[config.mk]
export PLATFORM = sky130hd
export DESIGN_NAME = axis_position_counters
export DESIGN_NICKNAME = d
export VERILOG_FILES = /design/src/core/axis_counters_pkg.sv /design/src/core/sync_2ff.sv /design/src/core/quad_step_decoder.sv /design/src/core/axis_position_counters.sv
export SDC_FILE = /design/constraint.sdc
export NUM_CORES = 1
export LEC_CHECK = 0
export BUFFER_PORTS_ARGS = -buffer_cell sky130_fd_sc_hd__buf_2
export CORE_MARGIN = 5
export CORE_UTILIZATION = 50
export CTS_BUF_LIST = sky130_fd_sc_hd__clkbuf_8
export DETAILED_ROUTE_END_ITERATION = 6
export HOLD_SLACK_MARGIN = 0.1
export MAX_ROUTING_LAYER = met4
export PLACE_DENSITY = 0.67
export SYNTH_ARGS = -nofsm -noshare
export SYNTH_HDL_FRONTEND = slang
export SYNTH_SLANG_ARGS = --single-unit
[constraint.sdc]
create_clock -name mclk -period 7.3 [get_ports mclk]
set_input_delay 0.73 -clock mclk [delete_from_list [all_inputs] [get_ports mclk]]
set_output_delay 0.73 -clock mclk [all_outputs]
set_load 0.005 [all_outputs]
[src/core/axis_counters_pkg.sv]
// constants, types and helpers shared by the axis counter set
package axis_counters_pkg;
  localparam int DATA_W = 32;
  localparam int ADDR_W = 8;
  localparam logic [7:0] ADDR_CMD_POS = 8'h00;
  localparam logic [7:0] ADDR_FB_POS = 8'h04;
  localparam logic [7:0] ADDR_DEVIATION = 8'h08;
  localparam logic [7:0] ADDR_GP_CNT = 8'h0C;
  localparam logic [7:0] ADDR_CONFIG = 8'h10;
  localparam logic [7:0] ADDR_CONTROL = 8'h14;
  localparam logic [7:0] ADDR_STATUS = 8'h18;
  localparam int CFG_MODE_LSB = 0;
  localparam int CFG_SRC_BIT = 2;
  localparam int CFG_IDXPOL_BIT = 3;
  localparam int CFG_GP_LSB = 4;
  localparam int CFG_W = 6;
  localparam int CTRL_DEV_CLR_BIT = 0;
  localparam int STAT_INDEX_BIT = 0;
  localparam int STAT_PHA_BIT = 1;
  localparam int STAT_PHB_BIT = 2;
  localparam logic [31:0] CNT_RESET = 32'h00000000;
  localparam logic [31:0] CNT_ONE = 32'h00000001;
  localparam logic [31:0] CNT_MINUS_ONE = 32'hFFFFFFFF;

  typedef enum logic [1:0] {
    FB_UP_DOWN,
    FB_QUAD_1X,
    FB_QUAD_2X,
    FB_QUAD_4X
  } fb_mode_e;

  typedef enum logic [1:0] {
    GP_SRC_OUT,
    GP_SRC_FB,
    GP_SRC_MPG,
    GP_SRC_CLK2
  } gp_src_e;

  typedef struct packed {
    gp_src_e gp_src;
    logic index_pol;
    logic fb_src;
    fb_mode_e fb_mode;
  } cfg_s;

  localparam cfg_s CFG_RESET = '{gp_src: GP_SRC_MPG, index_pol: 1'b0,
                                 fb_src: 1'b0, fb_mode: FB_UP_DOWN};

  typedef struct packed {
    logic step;
    logic up;
  } step_s;

  function automatic logic [31:0] step_delta(input step_s s);
    step_delta = !s.step ? CNT_RESET : (s.up ? CNT_ONE : CNT_MINUS_ONE);
  endfunction : step_delta
endpackage : axis_counters_pkg

[src/core/sync_2ff.sv]
// two flip-flop synchroniser for a group of pin levels
`timescale 1ns/100ps
`default_nettype none
module sync_2ff #(
  parameter int W = 1
) (
  input wire logic mclk,
  input wire logic resetn,
  input wire logic [W-1:0] async_in,
  output logic [W-1:0] sync_out
);
  genvar i;
  generate
    for (i = 0; i < W; i++) begin : g_bit
      logic meta_reg;
      logic sync_reg;
      always_ff @(posedge mclk or negedge resetn) begin
        if (!resetn) begin
          meta_reg <= 1'b0;
          sync_reg <= 1'b0;
        end else begin
          meta_reg <= async_in[i];
          sync_reg <= meta_reg;
        end
      end
      assign sync_out[i] = sync_reg;
    end
  endgenerate
endmodule : sync_2ff
`default_nettype wire

[src/core/quad_step_decoder.sv]
// turns two synchronised phase levels into signed count steps
`timescale 1ns/100ps
`default_nettype none
module quad_step_decoder
  import axis_counters_pkg::*;
(
  input wire logic mclk,
  input wire logic resetn,
  input wire logic phase_a,
  input wire logic phase_b,
  input wire fb_mode_e mode,
  output step_s step_out
);
  logic a_prev_reg;
  logic b_prev_reg;
  step_s step_next;

  always_comb begin
    logic a_chg;
    logic b_chg;
    a_chg = phase_a ^ a_prev_reg;
    b_chg = phase_b ^ b_prev_reg;
    step_next = '{step: 1'b0, up: 1'b0};
    case (mode)
      FB_UP_DOWN: begin
        // both rising together cancel out
        if (a_chg && phase_a && !(b_chg && phase_b)) begin
          step_next = '{step: 1'b1, up: 1'b1};
        end else if (b_chg && phase_b && !(a_chg && phase_a)) begin
          step_next = '{step: 1'b1, up: 1'b0};
        end
      end
      FB_QUAD_1X: begin
        if (a_chg && !b_chg && !phase_b) begin
          step_next = '{step: 1'b1, up: phase_a};
        end
      end
      FB_QUAD_2X: begin
        if (a_chg && !b_chg) begin
          step_next = '{step: 1'b1, up: phase_a ^ phase_b};
        end
      end
      default: begin
        // a double change is a skipped state and is dropped
        if (a_chg ^ b_chg) begin
          step_next = '{step: 1'b1, up: phase_a ^ b_prev_reg};
        end
      end
    endcase
  end

  always_ff @(posedge mclk or negedge resetn) begin
    if (!resetn) begin
      a_prev_reg <= 1'b0;
      b_prev_reg <= 1'b0;
      step_out <= '{step: 1'b0, up: 1'b0};
    end else begin
      a_prev_reg <= phase_a;
      b_prev_reg <= phase_b;
      step_out <= step_next;
    end
  end
endmodule : quad_step_decoder
`default_nettype wire

[src/core/axis_position_counters.sv]
// per-axis position counters with an APB register slave
//
// Implementation choices: the register addresses and the APB interface to the registers.
`timescale 1ns/100ps
`default_nettype none
module axis_position_counters
  import axis_counters_pkg::*;
(
  input wire logic mclk,
  input wire logic resetn,
  input wire logic psel,
  input wire logic penable,
  input wire logic pwrite,
  input wire logic [ADDR_W-1:0] paddr,
  input wire logic [DATA_W-1:0] pwdata,
  output logic [DATA_W-1:0] prdata,
  output logic pready,
  output logic pslverr,
  input wire logic out_pulse,
  input wire logic out_dir_up,
  input wire logic home_done,
  input wire logic encoder_phase_first,
  input wire logic encoder_phase_second,
  input wire logic encoder_index,
  input wire logic mpg_phase_a,
  input wire logic mpg_phase_b,
  output logic index_active
);
  logic [4:0] pins_sync;
  logic enc_a_s;
  logic enc_b_s;
  logic enc_z_s;
  logic mpg_a_s;
  logic mpg_b_s;
  step_s enc_step;
  step_s mpg_step;
  step_s cmd_step;
  step_s fb_step;
  step_s gp_step;
  cfg_s cfg_reg;
  logic [DATA_W-1:0] cmd_pos_reg;
  logic [DATA_W-1:0] fb_pos_reg;
  logic [DATA_W-1:0] dev_reg;
  logic [DATA_W-1:0] gp_cnt_reg;
  logic clk2_en_reg;
  logic access;
  logic fire;
  logic wr_fire;
  logic rd_fire;
  logic cmd_wr;
  logic fb_wr;
  logic gp_wr;
  logic cfg_wr;
  logic dev_clr;
  logic [DATA_W-1:0] rdata_next;
  logic addr_ok;

  sync_2ff #(
    .W(5)
  ) u_pin_sync (
    .mclk(mclk),
    .resetn(resetn),
    .async_in({mpg_phase_b, mpg_phase_a, encoder_index,
               encoder_phase_second, encoder_phase_first}),
    .sync_out(pins_sync)
  );

  assign enc_a_s = pins_sync[0];
  assign enc_b_s = pins_sync[1];
  assign enc_z_s = pins_sync[2];
  assign mpg_a_s = pins_sync[3];
  assign mpg_b_s = pins_sync[4];

  quad_step_decoder u_enc_dec (
    .mclk(mclk),
    .resetn(resetn),
    .phase_a(enc_a_s),
    .phase_b(enc_b_s),
    .mode(cfg_reg.fb_mode),
    .step_out(enc_step)
  );

  // the hand pulser is always read as single-edge quadrature
  quad_step_decoder u_mpg_dec (
    .mclk(mclk),
    .resetn(resetn),
    .phase_a(mpg_a_s),
    .phase_b(mpg_b_s),
    .mode(FB_QUAD_1X),
    .step_out(mpg_step)
  );

  // apb: one wait state so every answer leaves a flip-flop
  assign access = psel && penable;
  assign fire = access && pready;
  assign wr_fire = fire && pwrite;
  assign rd_fire = fire && !pwrite;
  assign cmd_wr = wr_fire && paddr == ADDR_CMD_POS;
  assign fb_wr = wr_fire && paddr == ADDR_FB_POS;
  assign gp_wr = wr_fire && paddr == ADDR_GP_CNT;
  assign cfg_wr = wr_fire && paddr == ADDR_CONFIG;
  assign dev_clr = wr_fire && paddr == ADDR_CONTROL
                   && pwdata[CTRL_DEV_CLR_BIT];

  always_comb begin
    addr_ok = 1'b1;
    rdata_next = CNT_RESET;
    case (paddr)
      ADDR_CMD_POS: rdata_next = cmd_pos_reg;
      ADDR_FB_POS: rdata_next = fb_pos_reg;
      ADDR_DEVIATION: rdata_next = dev_reg;
      ADDR_GP_CNT: rdata_next = gp_cnt_reg;
      ADDR_CONFIG: rdata_next = {{(DATA_W - CFG_W){1'b0}}, cfg_reg};
      ADDR_CONTROL: rdata_next = CNT_RESET;
      ADDR_STATUS: begin
        rdata_next[STAT_INDEX_BIT] = index_active;
        rdata_next[STAT_PHA_BIT] = enc_a_s;
        rdata_next[STAT_PHB_BIT] = enc_b_s;
      end
      default: addr_ok = 1'b0;
    endcase
  end

  always_ff @(posedge mclk or negedge resetn) begin
    if (!resetn) begin
      pready <= 1'b0;
      pslverr <= 1'b0;
      prdata <= CNT_RESET;
    end else begin
      pready <= access && !pready;
      pslverr <= access && !pready && !addr_ok;
      if (access && !pready && !pwrite) begin
        prdata <= rdata_next;
      end
    end
  end

  always_ff @(posedge mclk or negedge resetn) begin
    if (!resetn) begin
      cfg_reg <= CFG_RESET;
    end else if (cfg_wr) begin
      cfg_reg <= cfg_s'(pwdata[CFG_W-1:0]);
    end
  end

  always_ff @(posedge mclk or negedge resetn) begin
    if (!resetn) begin
      index_active <= 1'b0;
    end else begin
      index_active <= enc_z_s ^ cfg_reg.index_pol;
    end
  end

  // divide-by-two enable standing in for clk/2
  always_ff @(posedge mclk or negedge resetn) begin
    if (!resetn) begin
      clk2_en_reg <= 1'b0;
    end else begin
      clk2_en_reg <= !clk2_en_reg;
    end
  end

  assign cmd_step = '{step: out_pulse, up: out_dir_up};
  assign fb_step = cfg_reg.fb_src ? cmd_step : enc_step;

  always_comb begin
    case (cfg_reg.gp_src)
      GP_SRC_OUT: gp_step = cmd_step;
      GP_SRC_FB: gp_step = fb_step;
      GP_SRC_MPG: gp_step = mpg_step;
      default: gp_step = '{step: clk2_en_reg, up: 1'b1};
    endcase
  end

  // home clear beats host load, host load beats counting
  always_ff @(posedge mclk or negedge resetn) begin
    if (!resetn) begin
      cmd_pos_reg <= CNT_RESET;
    end else if (home_done) begin
      cmd_pos_reg <= CNT_RESET;
    end else if (cmd_wr) begin
      cmd_pos_reg <= pwdata;
    end else begin
      cmd_pos_reg <= cmd_pos_reg + step_delta(cmd_step);
    end
  end

  always_ff @(posedge mclk or negedge resetn) begin
    if (!resetn) begin
      fb_pos_reg <= CNT_RESET;
    end else if (home_done) begin
      fb_pos_reg <= CNT_RESET;
    end else if (fb_wr) begin
      fb_pos_reg <= pwdata;
    end else begin
      fb_pos_reg <= fb_pos_reg + step_delta(fb_step);
    end
  end

  // deviation always watches the encoder, whatever feeds fb_pos
  always_ff @(posedge mclk or negedge resetn) begin
    if (!resetn) begin
      dev_reg <= CNT_RESET;
    end else if (home_done) begin
      dev_reg <= CNT_RESET;
    end else if (dev_clr) begin
      dev_reg <= CNT_RESET;
    end else begin
      dev_reg <= dev_reg + step_delta(cmd_step)
                 - step_delta(enc_step);
    end
  end

  always_ff @(posedge mclk or negedge resetn) begin
    if (!resetn) begin
      gp_cnt_reg <= CNT_RESET;
    end else if (gp_wr) begin
      gp_cnt_reg <= pwdata;
    end else begin
      gp_cnt_reg <= gp_cnt_reg + step_delta(gp_step);
    end
  end
endmodule : axis_position_counters
`default_nettype wire

== Word level (Yosys, flattened, before mapping) ==
Cells that the tools add are included.

* $add $sub $neg: 5
* Equality and inequality tests: 10
* Muxes and demuxes: 27
* Bitwise logic cells: 8
* Reductions and logical operators: 34

{| class="wikitable"
|+ Operators by type and width
! cell !! count
|-
| 32-bit 2-to-1 mux || 15
|-
| 29-bit one-hot mux with 5 select lines || 1
|-
| 32-bit adder || 4
|-
| 32-bit subtractor || 1
|-
| 8-bit by 5-bit equality test with 1-bit output (second input constant) || 3
|-
| 1-bit logical AND || 20
|-
| 3-bit one-hot mux with 6 select lines || 1
|-
| 8-bit by 4-bit equality test with 1-bit output (second input constant) || 2
|-
| 2-bit 2-to-1 mux || 7
|-
| 2-bit one-hot mux with 3 select lines || 2
|-
| 1-bit zero test || 10
|-
| 8-bit by 3-bit equality test with 1-bit output (second input constant) || 1
|-
| 8-bit zero test || 1
|-
| 1-bit bitwise XOR || 8
|-
| 7-bit OR reduction || 1
|-
| 2-bit by 1-bit equality test with 1-bit output (second input constant) || 2
|-
| 2-bit equality test (second input constant) || 2
|-
| 2-bit zero test || 2
|-
| 1-bit 2-to-1 mux || 1
|}

* Flip-flop bits (word level): 188
* Input bits: 53
* Output and inout port bits: 35
* Logic and storage cells: 115

== Longest topological paths before layout ==
* Depth in word-level cells: 7
* Gate-level depth with buffers: 15
* Depth with buffers taken out: 14

== By module ==
Synthesis repeated with hierarchy kept, for this count alone.

* Cell total of the unflattened synthesis: 1779
* Area, all modules: 15184.6 um^2

{| class="wikitable"
|+ By module, submodules not included
! module !! times used !! cells each !! area an instance (um^2) !! seq. area each (um^2)
|-
| axis_position_counters || 1 || 1716 || 14386.3 || 4255.3
|-
| quad_step_decoder || 2 || 24 || 255.2 || 100.1
|-
| sync_2ff || 1 || 15 || 287.8 || 250.2
|}

== Least setup slack after synthesis ==
No wires, ideal clock.

* Path kind: input-to-reg
* Start point: input port out_pulse
* End point: register dev_reg[30]
* Data arrival time: 6.368 ns
* Slack: 0.810 ns
* Cell stages on the path: 14
* Path through: inv_1 -> nor2_1 -> inv_1 -> fa_1 -> inv_1 -> fa_1 -> a211o_1 -> a2111oi_4 -> o21bai_2 -> a311oi_2 -> nor2_1 -> o41ai_2 -> mux2i_1 -> nand2_1

* Longest elaborated chain between the ends: 5

{| class="wikitable"
|+ RTL lines
! item !! line !! source
|-
| from (decl) || axis_position_counters.sv:19 || <nowiki>input wire logic out_pulse,</nowiki>
|-
| 32-bit 2-to-1 mux || axis_counters_pkg.sv:55 || <nowiki>step_delta = !s.step ? CNT_RESET : (s.up ? CNT_ONE : CNT_MINUS_ONE);</nowiki>
|-
| 32-bit adder || axis_position_counters.sv:209 || <nowiki>dev_reg <= dev_reg + step_delta(cmd_step)</nowiki>
|-
| 32-bit subtractor || axis_position_counters.sv:210 || <nowiki>- step_delta(enc_step);</nowiki>
|-
| 32-bit 2-to-1 mux || axis_position_counters.sv:206 || <nowiki>end else if (dev_clr) begin</nowiki>
|-
| 32-bit 2-to-1 mux || axis_position_counters.sv:204 || <nowiki>end else if (home_done) begin</nowiki>
|-
| to (signal assigned) || axis_position_counters.sv:209 ||
|-
| to (decl) || axis_position_counters.sv:43 || <nowiki>logic [DATA_W-1:0] dev_reg;</nowiki>
|}

No other way between the ends.
A chain may end at the register's enable or synchronous reset.

== Final worst setup path ==
* Start point: register cfg_reg[4] (netlist bit)
* End point: register gp_cnt_reg[26]

* Longest elaborated chain between the ends: 6
* Elaborated cells on any way between the ends: 8
* Classes of those cells: add/sub (1); eq/ne (2); mux (4); reduce/logical (1)

{| class="wikitable"
|+ RTL lines
! item !! line !! source
|-
| from (decl) || axis_position_counters.sv:40 || <nowiki>cfg_s cfg_reg;</nowiki>
|-
| from (signal assigned) || axis_position_counters.sv:142 || <nowiki>cfg_reg <= cfg_s'(pwdata[CFG_W-1:0]);</nowiki>
|-
| 2-bit equality test, or another cell as far along || axis_position_counters.sv:167 || <nowiki>case (cfg_reg.gp_src)</nowiki>
|-
| 2-bit one-hot mux with 3 select lines * || axis_position_counters.sv:167 ||
|-
| 32-bit 2-to-1 mux || axis_counters_pkg.sv:55 ||
|-
| 32-bit 2-to-1 mux * || axis_counters_pkg.sv:55 ||
|-
| 32-bit adder * || axis_position_counters.sv:220 || <nowiki>gp_cnt_reg <= gp_cnt_reg + step_delta(gp_step);</nowiki>
|-
| 32-bit 2-to-1 mux * || axis_position_counters.sv:217 || <nowiki>end else if (gp_wr) begin</nowiki>
|-
| to (signal assigned) || axis_position_counters.sv:218 || <nowiki>gp_cnt_reg <= pwdata;</nowiki>
|-
| to (signal assigned) || axis_position_counters.sv:220 ||
|-
| to (decl) || axis_position_counters.sv:44 || <nowiki>logic [DATA_W-1:0] gp_cnt_reg;</nowiki>
|}

Every way passes the cells marked *; elsewhere a longest branch is shown, timed or not.

==> out/qor.csv <==
metric,value,unit
Final min period,4810,ps
DRC,0,
CTS root buf,clkbuf_8,
Final Hold Vio Count,0,
worst vdd ir,0.154,mV
Synth top area share,0.301,
share of cells above drive strength 1,0.0959,
vias in the first global route,13472,
Critical Path Fanout Max,31,
Area contributors post-synth,"dfrtp_1 (30%), ha_1 (10%), a21oi_1 (5.8%)",
TritonCTS clock tree,built,
RSZ-0062 raised after global routing,false,
Critical Path Start Type,register,
largest net degree at the start of global routing,107,
fillers,2882,
average cell area after synthesis,8.34,sq um
antenna violations before repair,2,
Commonest cells post-synth,"nand2_1 (209), dfrtp_1 (187), a21oi_1 (179), inv_1 (141), o21ai_0 (140)",
IO Pins,88,
Yosys cell types,89,
Die Ht,186,um
total grt overflow,0,
register area share after synthesis,0.303,
GP Congestion,0.966,
WS Path Type,reg2reg,
setup TNS,0,ps
area delta synth->final,7.59,%
Seq pwr share,0.286,
cts bufs inserted,17,
Clock Pin Slew Worst Setup and Hold Paths,120,ps
Slew HR,0.215,
dominant synthesized flop cell,dfrtp_1,
Initial DRT Pass Iterations,5,
Initial Utilization,0.508,
Leak Pwr,7.93,nW
Synth Register Bits,188,
Worst-Margin Slew,1180,ps
WP data required,7720,ps
Iter 0 DRT Violations,1191,
routed vias/inst,6.10,
critical path's top delay family,compound AO/OA/AOI/OAI gates,
period utilisation layout,0.658,
DR vias,14122,
Rows,64,
P_int,2.89,mW
Chip Width,186,um
"Setup Fix Bufs, Post-CTS",0,
Min-Delay Path Class,in2async,
Syn Inst Count,1861,
Post-synth EDFFs,0,
Critical-path top delay cell,inv_1,
CTS HTree Levels,4,
CTS resizes,0,
critical path endpoint category,register,
DRT Wirelength,44.7,mm
CTS max path bufs,2,
power share of the clock group,0.133,
synth warn,0,
status,"complete, no violations",
Net Sw Power,2.50,mW
I/O Buffers,87,
CORE AREA,0.0306,sq mm
hold_buf cts,0,
asr flop ratio synth,1.00,
pwr dens,323,mW/mm^2
delay of the slowest critical-path stage,910,ps
most numerous cell in the Yosys netlist,nand2_1,
WL per Instance,19.3,um
Logic pwr share,0.581,
cells along the critical path,"or3b_2, a21oi_1, o221ai_1, inv_1, ha_1, a21oi_1, o21ai_0, o41ai_1, a31oi_1, a211oi_2, o21ai_0, and4_1, nor3_1",
Switching Fraction,0.464,
Max Cap Viol,0,
global-route wire length before repair,71.4,mm
Synth Cell Area,0.0155,sq mm
CP bufs+invs,1,
Sink Count,188,
GRT Resource Usage Total,0.267,
fmax,208,MHz
Die Area,0.0347,sq mm
clock latency on the worst-skew pair,500,ps
fin nets,2121,
largest area contributor in the netlist,dfrtp_1,
Tot Pwr,5.39,mW
R2R Setup Slk,2490,ps
ANT nets after route,0,
final count of pins violating max slew,0,
Post-Route Skew,25.4,ps
final HPWL from detailed placement,33.9,mm
# setup viols final,0,
Worst Path Arrival,5230,ps
syn_nets,2077,
power groups by stage:
stage          logic, mW  clock network, mW  registers [mW]
6_report            3.13              0.717            1.54
5_1_grt             3.54              0.769            1.56
4_1_cts             3.11              0.730            1.53
3_5_place_dp        3.09                  0            1.55
3_3_place_gp        3.00                  0            1.55
2_1_floorplan       2.48                  0            1.44
logic make-up (layout without fill, tap and decap cells):
logic type / count (synthesis) / in the layout / synth area share
XOR/XNOR: 95 / 95 / 0.0536
buffers and inverters: 219 / 276 / 0.0538
multiplexers: 21 / 21 / 0.0143
flip-flops: 188 / 188 / 0.303
other: 0 / 2 / 0
adder cells (fa/ha/maj): 163 / 163 / 0.148
AO/OA/AOI/OAI: 617 / 617 / 0.260
AND/OR/NAND/NOR: 558 / 558 / 0.167
layout make-up:
type	count	area, sq um	area share
antenna	2	5.00	0.000300
clock buffer	17	234	0.0140
clock inverter	15	155	0.00929
inverter	141	529	0.0317
multi-input combinational	1454	10000	0.600
sequential	188	4710	0.282
tap	396	495	0.0297
timing repair buffer	103	564	0.0338
layer usage:
metal	wire [um]	up-vias	global-route usage
met3	3720	50	0.0457
met4	679	0	0.0612
met2	19900	474	0.405
met5	0	-	-
met1	20300	6811	0.376
li1	-	6787	-
layout by cell type (no fill, tap or decap), types with 11 or more instances in the layout:
| master | n |
|---|---|
| nand2_1 | 209 |
| dfrtp_1 | 187 |
| a21oi_1 | 179 |
| inv_1 | 140 |
| o21ai_0 | 140 |
| nor2_1 | 135 |
| ha_1 | 129 |
| buf_2 | 86 |
| a21o_1 | 60 |
| nand3_1 | 55 |
| xnor2_1 | 54 |
| xor2_1 | 41 |
| a221oi_1 | 34 |
| fa_1 | 34 |
| nor3_1 | 33 |
| a211oi_1 | 31 |
| a22oi_1 | 23 |
| and3_1 | 19 |
| o21bai_1 | 18 |
| clkbuf_8 | 18 |
| a31oi_1 | 16 |
| or3_1 | 16 |
| buf_4 | 16 |
| nand4_1 | 15 |
| o211ai_1 | 15 |
| and2_1 | 14 |
| mux2i_1 | 12 |
| o21a_1 | 12 |
| nor2b_1 | 11 |
through the flow:
step / instances / hold slack (ps) / instance area, sq um / utilization / setup slack [ps]
after global routing: 2316 / 301 / 16700 / 0.546 / 2170
after global placement: 2282 / 332 / 16300 / 0.533 / 2210
after detailed placement: 2282 / 335 / 16300 / 0.533 / 2090
final: 2316 / 281 / 16700 / 0.546 / 2490
after floorplan: 1861 / 331 / 15500 / - / 810
after CTS: 2314 / 303 / 16700 / 0.546 / 2560
path summary, 6_finish.rpt:
| path | start | end | cells after the start |
|---|---|---|---|
| worst max-delay path | cfg_reg[4]$_DFFE_PN0P_ | gp_cnt_reg[26]$_DFF_PN0_ | 13 |
| worst min-delay path | resetn | u_pin_sync.g_bit[0].meta_reg$_DFF_PN0_ | 1 |
| worst max register to register | cfg_reg[4]$_DFFE_PN0P_ | gp_cnt_reg[26]$_DFF_PN0_ | 13 |
| worst min register to register | u_pin_sync.g_bit[0].meta_reg$_DFF_PN0_ | u_pin_sync.g_bit[0].sync_reg$_DFF_PN0_ | 0 |
| max in group asynchronous | resetn | cmd_pos_reg[23]$_DFF_PN0_ | 3 |
| min in group mclk | mpg_phase_b | u_pin_sync.g_bit[4].meta_reg$_DFF_PN0_ | 1 |
(Power assumes the default switching activity.)
